===== src/rtl/awu_consts.vh =====
// Constants of the auto wake-up from halt timer: offsets, fields, resets and timing
`ifndef AWU_CONSTS_VH
`define AWU_CONSTS_VH

// Register indices; the byte address is four times the index
`define AWU_CSR_IDX          10'h048
`define AWU_PRESCALER_IDX    10'h049
`define AWU_INT_STATUS_IDX   10'h04A
`define AWU_INT_MASK_IDX     10'h04B

// Control/status field positions
`define AWU_CSR_ENABLE_BIT   0
`define AWU_CSR_MEASURE_BIT  1
`define AWU_CSR_FLAG_BIT     2

// Interrupt status/mask field positions
`define AWU_INT_WAKE_BIT     0
`define AWU_INT_EXIT_BIT     1

// Reset values
`define AWU_CSR_RESET        8'h00
`define AWU_PRESCALER_RESET  8'hFF
`define AWU_INT_RESET        2'h0

// Timing
`define AWU_CLK_PERIOD_NS    5
`define AWU_RC_FIXED_DIV     64
`define AWU_STAB_CYCLES      256
`define AWU_DIV_LAST         6'h3F
`define AWU_STAB_LAST        9'h0FF
`define AWU_RC_STARTUP_NS    1000
`define AWU_RC_STARTUP_CYC   ((`AWU_RC_STARTUP_NS + `AWU_CLK_PERIOD_NS - 1) / `AWU_CLK_PERIOD_NS)

// Sequencer states
`define AWU_ST_RUN           2'h0
`define AWU_ST_AWU_HALT      2'h1
`define AWU_ST_HALT          2'h2
`define AWU_ST_STAB          2'h3

`endif


===== src/rtl/awu_wake_timer.v =====
// Auto wake-up from halt timer with APB register slave and halt sequencer
// Register map, as seen over the bus (byte addresses, one word each)
//   control/status : bit 0 wake enable, bit 1 measure enable, bit 2 wake flag
//   prescaler      : eight bits, the dividing factor, never zero
//   int status     : bit 0 wake elapsed, bit 1 halt left by an outside interrupt
//   int mask       : same layout as int status
// Upper bits of every register read as zero; writes to them go nowhere.
// An address outside the map answers with an error and has no effect.
//
// Bus timing
//   Every access waits one cycle: pready rises in the second access cycle.
//   Read data is registered, so the read mux is off the critical path.
//   The trade is one extra cycle per access, which software never notices.
//   Writes and read side effects land on the edge that sees pready high.
//
// Halt sequencer
//   run        : CPU clocked; a halt pulse leaves for one of the halt states.
//   auto halt  : main oscillator off, RC clock counts towards the wake-up.
//   plain halt : main oscillator off, only an outside interrupt leaves it.
//   stabilise  : main oscillator on again, CPU held for the settling time.
// The watchdog option is checked before either halt state is chosen.
//
// Wake-up timing in auto halt
//   First the RC oscillator start-up time is counted in core cycles.
//   Then each rising RC edge steps the fixed divide-by-64 counter.
//   Each wrap of that counter steps the prescaler counter.
//   The last edge of the last prescaler step raises the elapse strobe.
//   The prescaler is read live; software must not change it while halted
//   unless it accepts a period of mixed length.
//
// Hazards and limitations
//   The RC clock is a level input sampled on the core clock, so it must be
//   well below half the core rate; faster RC clocks lose edges.
//   A wake flag already set at auto halt entry wakes at once, because the
//   interrupt mask is cleared on entry and the request is still pending.
//   Hardware set beats a software clear in the same cycle, so no event
//   is lost between a read and a new elapse.
//   The capture output is a registered copy of the RC level gated by measure enable, one core
//   cycle late; a measurement sees that fixed offset on every edge alike.
//
// Outputs to the rest of the chip
//   autoWakeHaltMode, haltActive : current halt state, registered
//   mainOscOn, peripheralClkEn   : clock gating requests, registered
//   cpuRun                       : high only while the CPU may execute
//   intMaskClear                 : one-cycle pulse on every halt entry
//   watchdogReset                : one-cycle pulse for a refused halt
//   irq, cpuWakeIrq              : level requests to the interrupt logic
//
// Reset gives run state, oscillator on, all flags clear, prescaler all ones.
`include "awu_consts.vh"
`default_nettype none

module awu_wake_timer #(
    parameter integer PADDR_W        = 12,
    parameter integer RC_STARTUP_CYC = `AWU_RC_STARTUP_CYC
) (
    input  wire               core_clk,
    input  wire               rst,
    input  wire               psel,
    input  wire               penable,
    input  wire               pwrite,
    input  wire [PADDR_W-1:0] paddr,
    input  wire [31:0]        pwdata,
    output reg  [31:0]        prdata,
    output reg                pready,
    output reg                pslverr,
    input  wire               rcClk,
    input  wire               haltExec,
    input  wire               watchdogEnabled,
    input  wire               watchdogHaltOption,
    input  wire               exitIrq,
    output wire               irq,
    output wire               cpuWakeIrq,
    output reg                autoWakeHaltMode,
    output reg                haltActive,
    output reg                mainOscOn,
    output reg                peripheralClkEn,
    output reg                cpuRun,
    output reg                rcOscEnable,
    output reg                rcCaptureIn,
    output reg                intMaskClear,
    output reg                watchdogReset
);

    // Byte address of a register index; the two low address bits are always zero
    function [PADDR_W-1:0] regAddr;
        input [9:0] idx;
        begin
            regAddr = {idx[PADDR_W-3:0], 2'b00};
        end
    endfunction

    // True in either halt state; shared by the exit detector and the halt output
    function inHalt;
        input [1:0] st;
        begin
            inHalt = (st == `AWU_ST_AWU_HALT) || (st == `AWU_ST_HALT);
        end
    endfunction

    // Reset image of control/status, so each bit reset is a plain select
    localparam [7:0] CSR_RST = `AWU_CSR_RESET;

    // Software-visible state
    reg        wakeEnable;
    reg        measureEnable;
    reg        wakeFlag;
    reg [7:0]  prescaler;
    reg [1:0]  intStatus;
    reg [1:0]  intMask;

    // Halt sequencer and its counters
    reg [1:0]  state;
    reg [1:0]  next_state;
    reg [15:0] startCnt;
    reg [5:0]  divCnt;
    reg [7:0]  presCnt;
    reg [8:0]  stabCnt;

    // RC edge detector and the elapse strobe
    reg        rcPrev;
    reg        elapsed;

    // Bus decode; side effects only on the completing edge
    wire accessDone = psel & penable & pready;
    wire wrDone     = accessDone & pwrite;
    wire rdDone     = accessDone & ~pwrite;
    wire selCsr     = (paddr == regAddr(`AWU_CSR_IDX));
    wire selPres    = (paddr == regAddr(`AWU_PRESCALER_IDX));
    wire selStat    = (paddr == regAddr(`AWU_INT_STATUS_IDX));
    wire selMask    = (paddr == regAddr(`AWU_INT_MASK_IDX));
    wire mapped     = selCsr | selPres | selStat | selMask;

    // Wake-up timing terms; rcPrev resets low like the idle RC level, so no false tick
    wire rcTick     = rcClk & ~rcPrev;
    wire startDone  = (startCnt >= RC_STARTUP_CYC[15:0]);
    wire lastDiv    = (divCnt == `AWU_DIV_LAST);
    wire lastPres   = (presCnt == prescaler - 8'h01);
    wire exitEvent  = inHalt(state) && exitIrq;

    // The wake request to the CPU lives exactly as long as the flag
    assign cpuWakeIrq = wakeFlag;
    assign irq        = |(intStatus & intMask);

    // APB answer: one wait state so read data comes from a flip-flop
    always @(posedge core_clk) begin
        if (rst) begin
            pready  <= 1'b0;
            pslverr <= 1'b0;
            prdata  <= 32'h00000000;
        end else if (psel & penable & ~pready) begin
            pready  <= 1'b1;
            pslverr <= ~mapped;
            prdata  <= 32'h00000000;
            if (!pwrite) begin
                if (selCsr)
                    prdata[2:0] <= {wakeFlag, measureEnable, wakeEnable};
                else if (selPres)
                    prdata[7:0] <= prescaler;
                else if (selStat)
                    prdata[1:0] <= intStatus;
                else if (selMask)
                    prdata[1:0] <= intMask;
            end
        end else begin
            pready  <= 1'b0;
            pslverr <= 1'b0;
        end
    end

    // Software-owned control bits; the flag position is write-inert
    always @(posedge core_clk) begin
        if (rst) begin
            wakeEnable    <= CSR_RST[`AWU_CSR_ENABLE_BIT];
            measureEnable <= CSR_RST[`AWU_CSR_MEASURE_BIT];
            prescaler     <= `AWU_PRESCALER_RESET;
            intMask       <= `AWU_INT_RESET;
        end else if (wrDone) begin
            if (selCsr) begin
                wakeEnable    <= pwdata[`AWU_CSR_ENABLE_BIT];
                measureEnable <= pwdata[`AWU_CSR_MEASURE_BIT];
            end
            if (selPres && pwdata[7:0] != 8'h00)
                prescaler <= pwdata[7:0];
            if (selMask)
                intMask <= pwdata[1:0];
        end
    end

    // Flag: a hardware set in the same cycle as a read clear wins
    always @(posedge core_clk) begin
        if (rst)
            wakeFlag <= CSR_RST[`AWU_CSR_FLAG_BIT];
        else if (elapsed)
            wakeFlag <= 1'b1;
        else if (rdDone && selCsr)
            wakeFlag <= 1'b0;
    end

    // Sticky event bits, write one to clear, set beats clear
    always @(posedge core_clk) begin
        if (rst) begin
            intStatus <= `AWU_INT_RESET;
        end else begin
            if (elapsed)
                intStatus[`AWU_INT_WAKE_BIT] <= 1'b1;
            else if (wrDone && selStat && pwdata[`AWU_INT_WAKE_BIT])
                intStatus[`AWU_INT_WAKE_BIT] <= 1'b0;
            if (exitEvent)
                intStatus[`AWU_INT_EXIT_BIT] <= 1'b1;
            else if (wrDone && selStat && pwdata[`AWU_INT_EXIT_BIT])
                intStatus[`AWU_INT_EXIT_BIT] <= 1'b0;
        end
    end

    // Halt sequencer next state
    always @* begin
        next_state = state;
        elapsed    = 1'b0;
        case (state)
            `AWU_ST_RUN: begin
                if (haltExec && !(watchdogEnabled && watchdogHaltOption)) begin
                    if (wakeEnable)
                        next_state = `AWU_ST_AWU_HALT;
                    else
                        next_state = `AWU_ST_HALT;
                end
            end
            `AWU_ST_AWU_HALT: begin
                // A request already pending wakes at once since the mask is cleared
                if (exitIrq || wakeFlag) begin
                    next_state = `AWU_ST_STAB;
                end else if (startDone && rcTick && lastDiv && lastPres) begin
                    elapsed    = 1'b1;
                    next_state = `AWU_ST_STAB;
                end
            end
            `AWU_ST_HALT: begin
                if (exitIrq)
                    next_state = `AWU_ST_STAB;
            end
            `AWU_ST_STAB: begin
                if (stabCnt == `AWU_STAB_LAST)
                    next_state = `AWU_ST_RUN;
            end
            default: next_state = `AWU_ST_RUN;
        endcase
    end

    // State, counters and the halt-side outputs, all from flip-flops
    always @(posedge core_clk) begin
        if (rst) begin
            state            <= `AWU_ST_RUN;
            startCnt         <= 16'h0000;
            divCnt           <= 6'h00;
            presCnt          <= 8'h00;
            stabCnt          <= 9'h000;
            rcPrev           <= 1'b0;
            autoWakeHaltMode <= 1'b0;
            haltActive       <= 1'b0;
            mainOscOn        <= 1'b1;
            peripheralClkEn  <= 1'b1;
            cpuRun           <= 1'b1;
            rcOscEnable      <= 1'b0;
            rcCaptureIn      <= 1'b0;
            intMaskClear     <= 1'b0;
            watchdogReset    <= 1'b0;
        end else begin
            state  <= next_state;
            rcPrev <= rcClk;
            // Fresh counts at every entry so no halt is cut short
            if (state != `AWU_ST_AWU_HALT) begin
                startCnt <= 16'h0000;
                divCnt   <= 6'h00;
                presCnt  <= 8'h00;
            end else if (!startDone) begin
                startCnt <= startCnt + 16'h0001;
            end else if (rcTick) begin
                divCnt <= lastDiv ? 6'h00 : divCnt + 6'h01;
                if (lastDiv)
                    presCnt <= presCnt + 8'h01;
            end
            stabCnt <= (state == `AWU_ST_STAB) ? stabCnt + 9'h001 : 9'h000;
            autoWakeHaltMode <= (next_state == `AWU_ST_AWU_HALT);
            haltActive       <= inHalt(next_state);
            // Oscillator back on as soon as the wake starts
            mainOscOn        <= (next_state == `AWU_ST_RUN) ||
                                (next_state == `AWU_ST_STAB);
            peripheralClkEn  <= (next_state == `AWU_ST_RUN);
            cpuRun           <= (next_state == `AWU_ST_RUN);
            rcOscEnable      <= (next_state == `AWU_ST_AWU_HALT) || measureEnable;
            // Capture sees the RC clock only while measuring
            rcCaptureIn      <= measureEnable & rcClk;
            intMaskClear     <= (state == `AWU_ST_RUN) && (next_state != `AWU_ST_RUN);
            watchdogReset    <= (state == `AWU_ST_RUN) && haltExec &&
                                watchdogEnabled && watchdogHaltOption;
        end
    end

endmodule

`default_nettype wire


===== config.mk =====
export PLATFORM = sky130hd
export DESIGN_NAME = awu_wake_timer
export DESIGN_NICKNAME = d
export VERILOG_FILES = /design/src/rtl/awu_wake_timer.v
export VERILOG_INCLUDE_DIRS = /design/src /design/src/rtl
export SDC_FILE = /design/constraint.sdc
export NUM_CORES = 1
export LEC_CHECK = 0
export BUFFER_PORTS_ARGS = -buffer_cell sky130_fd_sc_hd__buf_2
export CORE_ASPECT_RATIO = 0.9
export CORE_MARGIN = 2
export CORE_UTILIZATION = 50
export DETAILED_ROUTE_END_ITERATION = 12
export GPL_TIMING_DRIVEN = 1
export PLACE_DENSITY = 0.83
export SLEW_MARGIN = 40
export SYNTH_ARGS = -nofsm -noshare
export SYNTH_HDL_FRONTEND = slang
export SYNTH_SLANG_ARGS = --single-unit

===== constraint.sdc =====
create_clock -name core_clk -period 6.05 [get_ports core_clk]
set_input_delay 0.3025 -clock core_clk [delete_from_list [all_inputs] [get_ports core_clk]]
set_output_delay 0.3025 -clock core_clk [all_outputs]
set_load 0.01 [all_outputs]

---- Yosys cells after proc, flatten, opt, wreduce, memory -nomap -nowiden ----
Cells that the tools add are included.
operators by class
  add/subtract/negate cells ............... 5
  multiply operators ...................... 0
  divide/modulo/power cells ............... 0
  magnitude comparators ................... 1
  equality and inequality tests ........... 14
  shift operators ......................... 0
  multiplexer cells ....................... 25
  bitwise operators ....................... 17
  reductions and logical operators ........ 37
operators by type and width
  kind                                                                 number
  == test 12 x 9 -> 1 bit (second input constant)                      4
  two-way mux 2 bit                                                    9
  adder 16 x 1 -> 16 bit (second input constant)                       1
  greater-or-equal comparator 16 x 8 -> 1 bit (second input constant)  1
  logical AND 1 bit                                                    15
  two-way mux 6 bit                                                    2
  two-way mux 1 bit                                                    10
  adder 9 x 1 -> 9 bit (second input constant)                         1
  == test 9 x 8 -> 1 bit (second input constant)                       1
  adder 8 x 1 -> 8 bit (second input constant)                         1
  == test 2 bit (second input constant)                                4
  == test 8 bit                                                        1
  two-way mux 8 bit                                                    1
  one-hot mux 2 bit (4 select lines)                                   1
  AND reduction 2 bit                                                  4
  nonzero test 2 bit                                                   4
  nonzero test 8 bit                                                   1
  OR reduction 2 bit                                                   4
  subtractor 8 x 1 -> 8 bit (second input constant)                    1
  AND 1 bit                                                            7
  adder 6 x 1 -> 6 bit (second input constant)                         1
  == test 6 bit (second input constant)                                1
  inverter 1 bit                                                       6
  logical OR 1 bit                                                     5
  9 further kinds                                                      13
storage, ports and cells
  register bits ........................... 75
  latch bits .............................. 0
  bits in writable memories ............... 0
  bits in read-only memories .............. 0
  bits of input ports ..................... 54
  output and inout bits ................... 45
  word-level logic and storage cells ...... 123
  memories kept ........................... 0

---- Depth between registers and ports, before layout ----
Gate-level depths: netlist of run 1.
  depth after elaboration ................. 10
  mapped depth ............................ 12

---- Least setup slack after synthesis of run 1 ----
No wires, ideal clock.
  path type ............................... register to register
  start point ............................. reg prescaler[0]
  end point ............................... reg intMaskClear
  library setup time ...................... 0.064 ns
  arrival time ............................ 2.413 ns
  data required time ...................... 5.986 ns
  path slack .............................. 3.573 ns
  stages on the path, launching flop included .. 9
  path buffers ............................ 0
  path through ............................ dfxtp_1 > or4_4 > o21a_1 > or4_4 > o311ai_4 > a31oi_1 > ha_1 > or2_2 > nor2_1
between the ends
  cells in the longest elaborated chain, start to end .. 8
RTL lines
  element                              RTL line              source
  from (decl)                          awu_wake_timer.v:108  reg [7:0] prescaler;
  from (signal assigned)               awu_wake_timer.v:176  prescaler <= `AWU_PRESCALER_RESET;
  from (signal assigned)               awu_wake_timer.v:184  prescaler <= pwdata[7:0];
  subtractor 8 x 1 -> 8 bit            awu_wake_timer.v:138  wire lastPres = (presCnt == prescaler - 8'h01);
  == test 8 bit                        awu_wake_timer.v:138
  logical AND 1 bit                    awu_wake_timer.v:233  end else if (startDone && rcTick && lastDiv && lastPres) begin
  two-way mux 2 bit                    awu_wake_timer.v:233
  two-way mux 2 bit                    awu_wake_timer.v:231  if (exitIrq || wakeFlag) begin
  one-hot mux 2 bit (4 select lines)   awu_wake_timer.v:220  case (state)
  nonzero test 2 bit (no source line)  -
  logical AND 1 bit                    awu_wake_timer.v:294  intMaskClear <= (state == `AWU_ST_RUN) && (next_state != `AWU_ST_RUN);
  to (signal assigned)                 awu_wake_timer.v:294
  to (decl)                            awu_wake_timer.v:81   output reg intMaskClear,
No other way between the ends.
A chain may end at the register's enable or synchronous reset.

---- Worst setup path in the final report of run 1 ----
  start point ............................. reg startCnt[4]
  end point ............................... reg intMaskClear
between the ends
  cells in the longest elaborated chain, start to end .. 9
RTL lines
  element                                      RTL line              source
  from (decl)                                  awu_wake_timer.v:115  reg [15:0] startCnt;
  from (signal assigned)                       awu_wake_timer.v:277  startCnt <= startCnt + 16'h0001;
  greater-or-equal comparator 16 x 8 -> 1 bit  awu_wake_timer.v:136  wire startDone = (startCnt >= RC_STARTUP_CYC[15:0]);
  logical AND 1 bit (3 in series)              awu_wake_timer.v:233
  two-way mux 2 bit                            awu_wake_timer.v:233
  two-way mux 2 bit                            awu_wake_timer.v:231
  one-hot mux 2 bit (4 select lines)           awu_wake_timer.v:220
  nonzero test 2 bit (no source line)          -
  logical AND 1 bit                            awu_wake_timer.v:294
No other way between the ends.

==> results of run 1 <==
==> layer usage <==
layer | vias to the layer above | GRT usage [%]
met5 | - | 0
met4 | 0 | 6.02
met3 | 4 | 4.70
met2 | 63 | 29.5
met1 | 1284 | 23.7
li1 | 1383 | -
==> state kept, by name (all words and copies together) (netlist names), 6 cells and up <==
signal,cells
divCnt,6
prdata,8
presCnt,8
prescaler,8
stabCnt,9
startCnt,16
==> report_power, final <==
group / switching, uW / internal [uW] / leakage, uW / total [uW]
registers: 14.8 / 521 / 0.000607 / 536
logic: 117 / 79.7 / 0.00102 / 197
clock network: 193 / 194 / 0.000104 / 387
==> per-stage QoR <==
step                util (%)  setup WS [ns]
finish                  57.1           3.16
global route            57.1           2.90
CTS                     57.1           3.18
detailed placement      54.3           3.20
global placement        54.3           3.24
floorplan                  -           3.57
==> cell usage after synthesis, types with 3 or more instances <==
cell,n
sky130_fd_sc_hd__nor3_1,5
sky130_fd_sc_hd__nor2b_1,3
sky130_fd_sc_hd__nand2_1,29
sky130_fd_sc_hd__xor2_1,22
sky130_fd_sc_hd__ha_1,14
sky130_fd_sc_hd__mux2i_1,13
sky130_fd_sc_hd__a22oi_1,7
sky130_fd_sc_hd__a21oi_1,9
sky130_fd_sc_hd__and3_1,8
sky130_fd_sc_hd__o21ai_0,7
sky130_fd_sc_hd__xnor2_1,8
sky130_fd_sc_hd__inv_1,14
sky130_fd_sc_hd__buf_4,25
sky130_fd_sc_hd__o211ai_1,3
sky130_fd_sc_hd__or3_1,4
sky130_fd_sc_hd__nand4_1,11
sky130_fd_sc_hd__dfxtp_1,75
sky130_fd_sc_hd__and2_1,12
sky130_fd_sc_hd__nor4_1,4
sky130_fd_sc_hd__nand3_1,15
sky130_fd_sc_hd__clkbuf_1,10
sky130_fd_sc_hd__nor2_1,58
==> area by class of cell <==
type | count | share of cell area (%)
multi-input combinational | 288 | 46.7
sequential | 75 | 37.7
timing repair buffer | 50 | 6.29
clock buffer | 9 | 3.11
tap | 93 | 2.92
clock inverter | 7 | 1.89
inverter | 14 | 1.32
==> worst paths after layout <==
check | depth (start not counted) | end | from
hold reg to reg | 1 | stabCnt[0]$_SDFF_PP0_ | stabCnt[0]$_SDFF_PP0_
setup / recovery | 8 | intMaskClear$_SDFF_PP0_ | startCnt[4]$_SDFFE_PP0P_
hold / removal | 3 | prescaler[2]$_SDFFE_PP1P_ | pwdata[2]
setup reg to reg | 8 | intMaskClear$_SDFF_PP0_ | startCnt[4]$_SDFFE_PP0P_
==> logic make-up (layout without fill, tap and decap cells) <==
family                     Yosys count  after routing  synth area share, %
muxes                               16             16                 5.35
and+or+nand+nor                    163            163                 22.6
adders and majority gates           14             14                 4.93
DFF                                 75             75                 42.3
other                                1             24                0.106
AOI/OAI and AO/OA                   41             41                 9.48
xor gates and xnor gates            30             30                 7.40
buffers and inverters               49             80                 7.82
==> worst max-delay path: cells and delay by family (launching register included) <==
family / cells / cell delay [ns]
AO/OA/AOI/OAI: 4 / 1.55
adder cells (fa/ha/maj): 1 / 0.24
flip-flops: 1 / 0.39
AND/OR/NAND/NOR: 3 / 0.64
==> impl_results.rst, run 1 <==
.. list-table::
   :header-rows: 1

   * - Metric
     - Value
   * - Run status
     - completed
   * - Main area contributors after synthesis
     - sky130_fd_sc_hd__dfxtp_1 42%, sky130_fd_sc_hd__nor2_1 6.1%, sky130_fd_sc_hd__xor2_1 5.4%
   * - Count of distinct cell types in the synthesized netlist
     - 48
   * - Clock slew seen by the registers of the worst setup and hold paths
     - 0.08 ns
   * - Inserted Clock Buffers
     - 9
   * - Peak supply drop
     - between 0.0002 and 0.00025 V
   * - Cell count after synthesis
     - 389
   * - Shortest clock period the worst path allows after layout
     - between 2 and 3 ns
   * - # IOs
     - 99
   * - Post-DP HPWL
     - 4960 um
   * - Netlist area before placement
     - between 3000 and 4000 um^2
   * - CTS hold repair buffers
     - 0
   * - Final hold violation count
     - 0
   * - Post-CTS Resized
     - 0
   * - Count of nets after finishing
     - about 510
   * - Die width
     - around 93 um
   * - Number of vias in the routed layout
     - ~2700
   * - Number of rows in the core area
     - 29
   * - Signed area change from the synthesized netlist to the final layout
     - 12.0%
   * - Wire length of the first global-routing pass
     - 11600 um
   * - Clock Skew
     - 0.00545 ns
   * - Clock tree root driver cell
     - sky130_fd_sc_hd__clkbuf_8
   * - Arrival time worst endpoint
     - 3.17 ns
   * - I/O Buffers
     - 50
   * - CP required
     - 6.34 ns
   * - Post-layout total power
     - between 1000 and 1500 uW
   * - Commonest cells after routing, fill and taps aside
     - 75 x sky130_fd_sc_hd__dfxtp_1, 58 x sky130_fd_sc_hd__nor2_1, 50 x sky130_fd_sc_hd__buf_2, 29 x sky130_fd_sc_hd__nand2_1, 24 x sky130_fd_sc_hd__conb_1
   * - Total Wirelength
     - roughly 6800 um
   * - Routed length on met2
     - ~3300 um
   * - Total number of H-tree levels
     - 3
   * - Lkg Pwr
     - ~0.0017 uW
   * - Largest incremental delay on the critical path
     - 0.68 ns
   * - Kind of launch point of the worst setup path
     - flop
   * - Highest-delay cell along the critical path
     - sky130_fd_sc_hd__a311oi_2
   * - Total instance count after detailed placement
     - 520
   * - Total grt overflow
     - 0
   * - F_max
     - 347 MHz
   * - Final instance area
     - 3980 um^2
   * - Headroom to the max-slew limit
     - 53.2%
   * - Vertical die dimension
     - 84.0 um
   * - Number of nets with antenna violations after routing
     - 0
   * - Starting DRT DRC Count
     - between 100 and 150
   * - Synth Register Bits
     - 75
   * - Most common library cell in the layout ignoring fill and taps
     - sky130_fd_sc_hd__dfxtp_1
   * - Final-layout setup total negative slack
     - 0 ns
   * - Power density over cell area
     - roughly 280 nW/um^2
   * - Drc violations
     - 0
   * - Sequential area share after synthesis
     - between 40% and 50%
   * - Post-DR wirelength/cell
     - between 10 and 15 um
   * - Cell Area, Placed
     - 3780 um^2
   * - # setup viols final
     - 0
   * - Drt first pass iters
     - 4
   * - Number of antenna violations at the first check in global routing
     - 0
   * - Non-filler instance count after layout
     - 536
   * - Starting density of the core
     - 51.0%
   * - Minimum setup slack among reg-to-reg paths
     - 3.16 ns
   * - TritonCTS clock tree
     - done
   * - Synthesized area divided by synthesized cell count
     - 9.13 um^2
   * - Maximum number of pins on one net before global-route repair
     - 28
   * - Post-CTS Setup Repair Bufs
     - 0
   * - Synth top area share
     - 42.3%
   * - Buffer depth of the longest clock path
     - 2
   * - Actual transition at the worst max-transition pin
     - 0.703 ns
   * - Worst setup path class
     - flop to flop
   * - Fraction of registers with async set/reset
     - 0%
   * - Maximum fanout encountered on the critical timing path
     - 9
   * - Via count of the first global-routing pass
     - 2546
   * - Routed metal-1 wirelength
     - 3080 um
   * - Number of synthesized flops with an enable pin
     - 0
   * - Crit-path cells
     - o311ai_1 > a311oi_2 > nand2_1 > a2111oi_4 > a31oi_1 > ha_1 > or2_2 > nor2_1
   * - Global-route usage over all layers
     - 18.2%
   * - Kind of path behind the tightest hold check
     - input pin to flop
   * - Period utilisation layout
     - 47.7%
   * - Met3 routed wirelength
     - 381 um
   * - Number of antenna diodes
     - 0
   * - Share of layout cells above drive strength 1
     - roughly 18%
   * - Number of warning messages in the yosys log
     - 0
   * - Critical Path End Type
     - flop
   * - Sinks on the clock net
     - 75
   * - Clock latency on the worst-skew pair
     - 0.35 ns
   * - Max-slew violation total from the final report
     - 0
   * - Max cap viols
     - 0
   * - Filler cell count
     - 604
   * - GP Congestion
     - about 0.83
   * - Register area
     - 1500 um^2
   * - Most area-hungry cell type in the Yosys netlist
     - sky130_fd_sc_hd__dfxtp_1
   * - Unrepaired setup endpoints after global routing
     - false
   * - Post-synth top flop
     - sky130_fd_sc_hd__dfxtp_1
   * - Top sig layer
     - met4
   * - Die Footprint
     - ~7800 um^2
   * - Worst slack on hold paths
     - 0.186 ns
   * - Floorplan Core Area
     - 6970 um^2
   * - Via count normalized by instance count
     - 5.10
   * - Area taken by multi-input logic gates
     - 1860 um^2
(Power assumes the default switching activity.)
==> inputs of run 2 (changes only) <==
clock period = 2.8 ns   (was 6.05 ns; I/O delays follow)
==> run 2 against run 1 <==
Against the previous run:
- core utilization is 0.072 points higher
- sequential power is 120% higher
- global-route usage hardly changed
- flip-flop and latch count stayed put
- design area is 0.13% higher
- clock power is 100% higher
- fmax is 9.9% higher
- sequential share of layout area hardly changed
- register-to-register slack worse by 3.0 ns
- largest power group unchanged
- non-clock buffer count is 1 higher
- worst setup slack worse by 3.0 ns
- die area stayed put
==> impl_results.rst, run 2 (synthesized netlist as in run 1, its figures left out) <==
.. list-table::
   :header-rows: 1

   * - Metric
     - Value
   * - Starting DRT DRC Count
     - 94
   * - Unrepaired setup endpoints after global routing
     - false
   * - Hold Path Cell Cnt
     - 3
   * - Floorplan Core Area
     - 6970 um^2
   * - Worst setup path class
     - flop to flop
   * - Final design utilization
     - between 50% and 60%
   * - Kind of path behind the tightest hold check
     - input pin to flop
   * - Total Wirelength
     - 6780 um
   * - Highest-delay cell along the critical path
     - sky130_fd_sc_hd__or4_4
   * - Via count normalized by instance count
     - between 5 and 6
   * - Flip-flop count of the largest register after layout
     - 16
   * - Drc violations
     - 0
   * - Maximum fanout encountered on the critical timing path
     - 6
   * - Crit-path cells
     - or4_4 > o21a_1 > or4_4 > o311ai_4 > a31oi_2 > ha_1 > or2_2 > nor2_1
   * - Peak supply drop
     - 0.000468 V
   * - Period utilisation layout
     - between 90 and 100%
   * - CTS hold repair buffers
     - 0
   * - Sinks on the clock net
     - 75
   * - Total number of H-tree levels
     - 3
   * - Most repeated library cell on the critical path
     - sky130_fd_sc_hd__or4_4
   * - Clock slew seen by the registers of the worst setup and hold paths
     - 0.09 ns
   * - Lkg Pwr
     - ~0.0017 uW
   * - Die Footprint
     - between 7000 and 8000 um^2
   * - TritonCTS clock tree
     - done
   * - Shortest clock period the worst path allows after layout
     - 2.63 ns
   * - Final instance area
     - ~4000 um^2
   * - Post-CTS Setup Repair Bufs
     - 0
   * - # setup viols final
     - 0
   * - Post-layout total power
     - 2390 uW
   * - Clock latency on the worst-skew pair
     - 0.35 ns
   * - Post-DP HPWL
     - 5010 um
   * - Share of layout cells above drive strength 1
     - 18.0%
   * - Max-slew violation total from the final report
     - 0
   * - Die width
     - roughly 93 um
   * - Drt first pass iters
     - 4
   * - Register containing the most flip-flops in the final layout
     - startCnt
   * - I/O Buffers
     - 50
   * - Largest incremental delay on the critical path
     - 0.55 ns
   * - Post-CTS Resized
     - 0
   * - GP Congestion
     - roughly 0.83
   * - Max cap viols
     - 0
   * - Final-layout setup total negative slack
     - 0 ns
   * - Via count of the first global-routing pass
     - 2614
   * - Number of antenna violations at the first check in global routing
     - 0
   * - Number of cells traversed by the worst register-to-register path
     - 8
   * - Number of antenna diodes
     - 0
   * - Clock tree root driver cell
     - sky130_fd_sc_hd__clkbuf_8
   * - Total grt overflow
     - 0
   * - Actual transition at the worst max-transition pin
     - ~0.53 ns
   * - Cell Area, Placed
     - between 3000 and 4000 um^2
   * - F_max
     - 381 MHz
   * - Critical Path End Type
     - flop
   * - Global-route usage over all layers
     - 18.2%
   * - Signed area change from the synthesized netlist to the final layout
     - 12.2%
   * - # IOs
     - 99
   * - Inserted Clock Buffers
     - 9
   * - Count of nets after finishing
     - 507
   * - Number of nets with antenna violations after routing
     - 0
   * - Arrival time worst endpoint
     - a little under 3 ns
   * - Wire length of the first global-routing pass
     - 11500 um
   * - Maximum number of pins on one net before global-route repair
     - 28
   * - Vertical die dimension
     - 84.0 um
   * - CP required
     - roughly 3 ns
   * - Post-DR wirelength/cell
     - 12.6 um
   * - Clock Skew
     - 0.00615 ns
   * - Run status
     - completed
   * - Worst setup slack after layout
     - 0.175 ns
   * - Power density over cell area
     - about 600 nW/um^2
   * - Number of vias in the routed layout
     - 2722
   * - Number of rows in the core area
     - 29
   * - Kind of launch point of the worst setup path
     - flop
   * - Dpl ws
     - 0.167 ns
   * - Buffer depth of the longest clock path
     - 2
   * - Commonest cells after routing, fill and taps aside
     - 75 x sky130_fd_sc_hd__dfxtp_1, 58 x sky130_fd_sc_hd__nor2_1, 50 x sky130_fd_sc_hd__buf_2, 29 x sky130_fd_sc_hd__nand2_1, 24 x sky130_fd_sc_hd__conb_1
   * - Most common library cell in the layout ignoring fill and taps
     - sky130_fd_sc_hd__dfxtp_1
   * - Final hold violation count
     - 0
   * - Headroom to the max-slew limit
     - around two thirds
   * - Starting density of the core
     - 51.0%
   * - Largest registers ranked by flip-flop count
     - startCnt: 16 flops, stabCnt: 9 flops
[run 2: final timing paths]
kind / from / end / slack [ns]
setup / recovery: prescaler[0]$_SDFFE_PP1P_ / intMaskClear$_SDFF_PP0_ / 0.17
hold / removal: pwdata[5] / prescaler[5]$_SDFFE_PP1P_ / 0.02
setup reg to reg: prescaler[0]$_SDFFE_PP1P_ / intMaskClear$_SDFF_PP0_ / 0.17
hold reg to reg: stabCnt[0]$_SDFF_PP0_ / stabCnt[0]$_SDFF_PP0_ / 0.46
[run 2: worst max-delay path, delay by kind of cell (launching register included)]
family          cells  cell delay, ns
simple gates        4            1.45
compound gates      3            0.51
flops               1            0.37
fa+ha+maj           1            0.22
[run 2: routing by layer]
metal  global-route usage [%]  routed length [um]  up-vias
met2                     29.6                3280       59
li1                         -                   -     1384
met3                     5.24                 375       12
met5                        0                   0        -
met4                     6.82                 102        0
met1                     23.0                3020     1267
[run 2: final cells by class]
type,count,area (um^2)
Inverter,14,52.6
Clock inverter,7,66.3
Multi-Input combinational cell,288,1870
Timing Repair Buffer,51,258
Sequential cell,75,1500
Clock buffer,9,124
Fill cell,609,2980
Tap cell,93,116
[run 2: power breakdown]
part | leakage [uW] | total (uW) | switching (uW) | internal [uW]
sequential | 0.000607 | 1160 | 32.4 | 1130
combinational | 0.00103 | 439 | 262 | 177
clock | 0.0000986 | 790 | 444 | 346
total | 0.00173 | 2390 | 739 | 1650
[run 2: per-stage QoR]
stage	hold WS (ns)	instances
after floorplan	0.258	412
after detailed placement	0.379	521
after global placement	0.377	521
after CTS	0.00332	537
final	0.0170	537
after global routing	0.00307	537
==> inputs of run 3 (changes only) <==
CORE_ASPECT_RATIO = 0.8   (was 0.9)
clock period = 3 ns   (was 2.8 ns; I/O delays follow)
==> run 3 against run 2 <==
Against the previous run:
- clock skew increased by 0.0050 ns
- cell count decreased by 1.3%
- non-clock buffer count unchanged
- wire length increased by 4.1%
- critical path depth unchanged
- power decreased by 10%
- fmax decreased by 2.9%
- hold slack improved by 0.013 ns
- largest power group unchanged
- highest routed layer unchanged
==> impl_results.rst, run 3 (synthesized netlist as in run 1, its figures left out) <==
.. list-table::
   :header-rows: 1

   * - Metric
     - Value
   * - Run status
     - completed
   * - Global-route usage over all layers
     - 18.7%
   * - Maximum number of pins on one net before global-route repair
     - 28
   * - Die Footprint
     - a little under 8000 um^2
   * - CTS hold repair buffers
     - 0
   * - Total Wirelength
     - 7060 um
   * - Period utilisation layout
     - 90.2%
   * - Peak supply drop
     - 0.000380 V
   * - Final-layout setup total negative slack
     - 0 ns
   * - # IOs
     - just under 100
   * - Timing startpoint of the critical path
     - prescaler[0]$_SDFFE_PP1P_
   * - Total number of H-tree levels
     - 3
   * - Register containing the most flip-flops in the final layout
     - startCnt
   * - Most repeated library cell on the critical path
     - sky130_fd_sc_hd__or4_4
   * - Post-CTS Resized
     - 0
   * - Number of rows in the core area
     - 27
   * - Number of vias in the routed layout
     - 2797
   * - Met3 GRT Util
     - 4.90%
   * - Vertical die dimension
     - 79.4 um
   * - Drt first pass iters
     - 5
   * - Number of antenna diodes
     - 0
   * - Most common library cell in the layout ignoring fill and taps
     - sky130_fd_sc_hd__dfxtp_1
   * - Hold Path Origin
     - haltExec
   * - Number of nets with antenna violations after routing
     - 0
   * - Lkg Pwr
     - 0.00172 uW
   * - Max-slew violation total from the final report
     - 0
   * - Shortest clock period the worst path allows after layout
     - 2.70 ns
   * - Layer with the highest usage after global routing
     - met2
   * - Largest incremental delay on the critical path
     - 0.58 ns
   * - Met2 Use GR
     - 30.3%
   * - Largest registers ranked by flip-flop count
     - startCnt: 16 flops, stabCnt: 9 flops
   * - Post-DR wirelength/cell
     - 13.3 um
   * - Clock slew seen by the registers of the worst setup and hold paths
     - ~0.080 ns
   * - Max cap viols
     - 0
   * - Share of layout cells above drive strength 1
     - 17.6%
   * - Inserted Clock Buffers
     - 9
   * - Kind of launch point of the worst setup path
     - flop
   * - Unrepaired setup endpoints after global routing
     - false
   * - Startpoint of the worst register-to-register path
     - prescaler[0]$_SDFFE_PP1P_
   * - Maximum fanout encountered on the critical timing path
     - 6
   * - Worst setup path class
     - flop to flop
   * - Total grt overflow
     - 0
   * - Post-CTS Setup Repair Bufs
     - 0
   * - F_max
     - 370 MHz
   * - Starting density of the core
     - 51.5%
   * - Flip-flop count of the largest register after layout
     - 16
   * - Highest-delay cell along the critical path
     - sky130_fd_sc_hd__or4_4
   * - Via count normalized by instance count
     - 5.28
   * - Worst setup slack after layout
     - 0.295 ns
   * - Kind of path behind the tightest hold check
     - input pin to flop
   * - Global routing usage on met1
     - 23.8%
   * - Signed area change from the synthesized netlist to the final layout
     - 11.1%
   * - Commonest cells after routing, fill and taps aside
     - 75 x sky130_fd_sc_hd__dfxtp_1, 58 x sky130_fd_sc_hd__nor2_1, 50 x sky130_fd_sc_hd__buf_2, 29 x sky130_fd_sc_hd__nand2_1, 24 x sky130_fd_sc_hd__conb_1
   * - Power density over cell area
     - approximately 540 nW/um^2
   * - Wire length of the first global-routing pass
     - 11700 um
   * - # setup viols final
     - 0
   * - Arrival time worst endpoint
     - roughly 3.0 ns
   * - Dpl ws
     - 0.330 ns
   * - Crit-path cells
     - or4_4 > o21a_1 > or4_4 > o311ai_4 > a31oi_1 > ha_1 > or2_2 > nor2_1
   * - Headroom to the max-slew limit
     - 62.2%
   * - Number of antenna violations at the first check in global routing
     - 0
   * - Via count of the first global-routing pass
     - 2641
   * - Floorplan Core Area
     - about 6900 um^2
   * - Buffer depth of the longest clock path
     - 2
   * - I/O Buffers
     - 50
   * - Clock latency on the worst-skew pair
     - approximately 0.35 ns
   * - Sinks on the clock net
     - 75
   * - Post-layout total power
     - 2150 uW
   * - TritonCTS clock tree
     - done
   * - Clock tree root driver cell
     - sky130_fd_sc_hd__clkbuf_8
   * - Starting DRT DRC Count
     - 200
   * - Critical Path End Type
     - flop
   * - Die width
     - 98.2 um
   * - Drc violations
     - 0
   * - Post-DP HPWL
     - 5340 um
   * - GP Congestion
     - 0.839
   * - CP required
     - ~3.3 ns
   * - Clock Skew
     - 0.0111 ns
   * - Actual transition at the worst max-transition pin
     - 0.565 ns
   * - Count of nets after finishing
     - 507
   * - Final hold violation count
     - 0
-- run 3: cell types whose count changed in the layout (fill, tap and decap cells not counted), sizes merged --
| cell | previous run | this run |
|---|---|---|
| clkbuf | 9 | 10 |
| clkinv | 2 | 3 |
| inv | 19 | 14 |
| clkinvlp | 0 | 2 |
-- run 3: worst paths after layout --
path	to	slack, ns	cells after the start
hold reg to reg	stabCnt[0]$_SDFF_PP0_	0.47	1
setup reg to reg	intMaskClear$_SDFF_PP0_	0.30	8
setup / recovery	intMaskClear$_SDFF_PP0_	0.30	8
hold / removal	watchdogReset$_SDFF_PP0_	0.03	3
-- run 3: critical path: cells and delay by family, from the launching register on --
family | cells | cell delay (ns)
compound gates | 3 | 0.56
simple gates | 4 | 1.50
flops | 1 | 0.37
fa+ha+maj | 1 | 0.23
-- run 3: cell type report --
class | count | area (um^2)
Clock buffer | 10 | 138
Clock inverter | 5 | 30.0
Fill cell | 618 | 2940
Inverter | 14 | 52.6
Multi-Input combinational cell | 288 | 1860
Sequential cell | 75 | 1500
Tap cell | 87 | 109
Timing Repair Buffer | 51 | 258
-- run 3: layer usage --
| layer | part of all wire [%] | vias to the layer above |
|---|---|---|
| li1 | - | 1388 |
| met1 | 45 | 1289 |
| met2 | 46 | 106 |
| met3 | 6.3 | 14 |
| met4 | 2.0 | 0 |
| met5 | 0 | - |
-- run 3: report_power, final --
group	switching [uW]	internal, uW	total [uW]
clock	359	313	672
sequential	29.7	1050	1080
combinational	234	160	394
-- run 3: metrics by stage --
step | hold WS, ns | instances | utilization, % | instance area (um^2)
after floorplan | 0.268 | 412 | - | 3640
after global placement | 0.378 | 515 | 54.8 | 3780
after detailed placement | 0.384 | 515 | 54.8 | 3780
after CTS | 0.0111 | 530 | 57.3 | 3950
after global routing | 0.0461 | 530 | 57.3 | 3950
final | 0.0297 | 530 | 57.3 | 3950
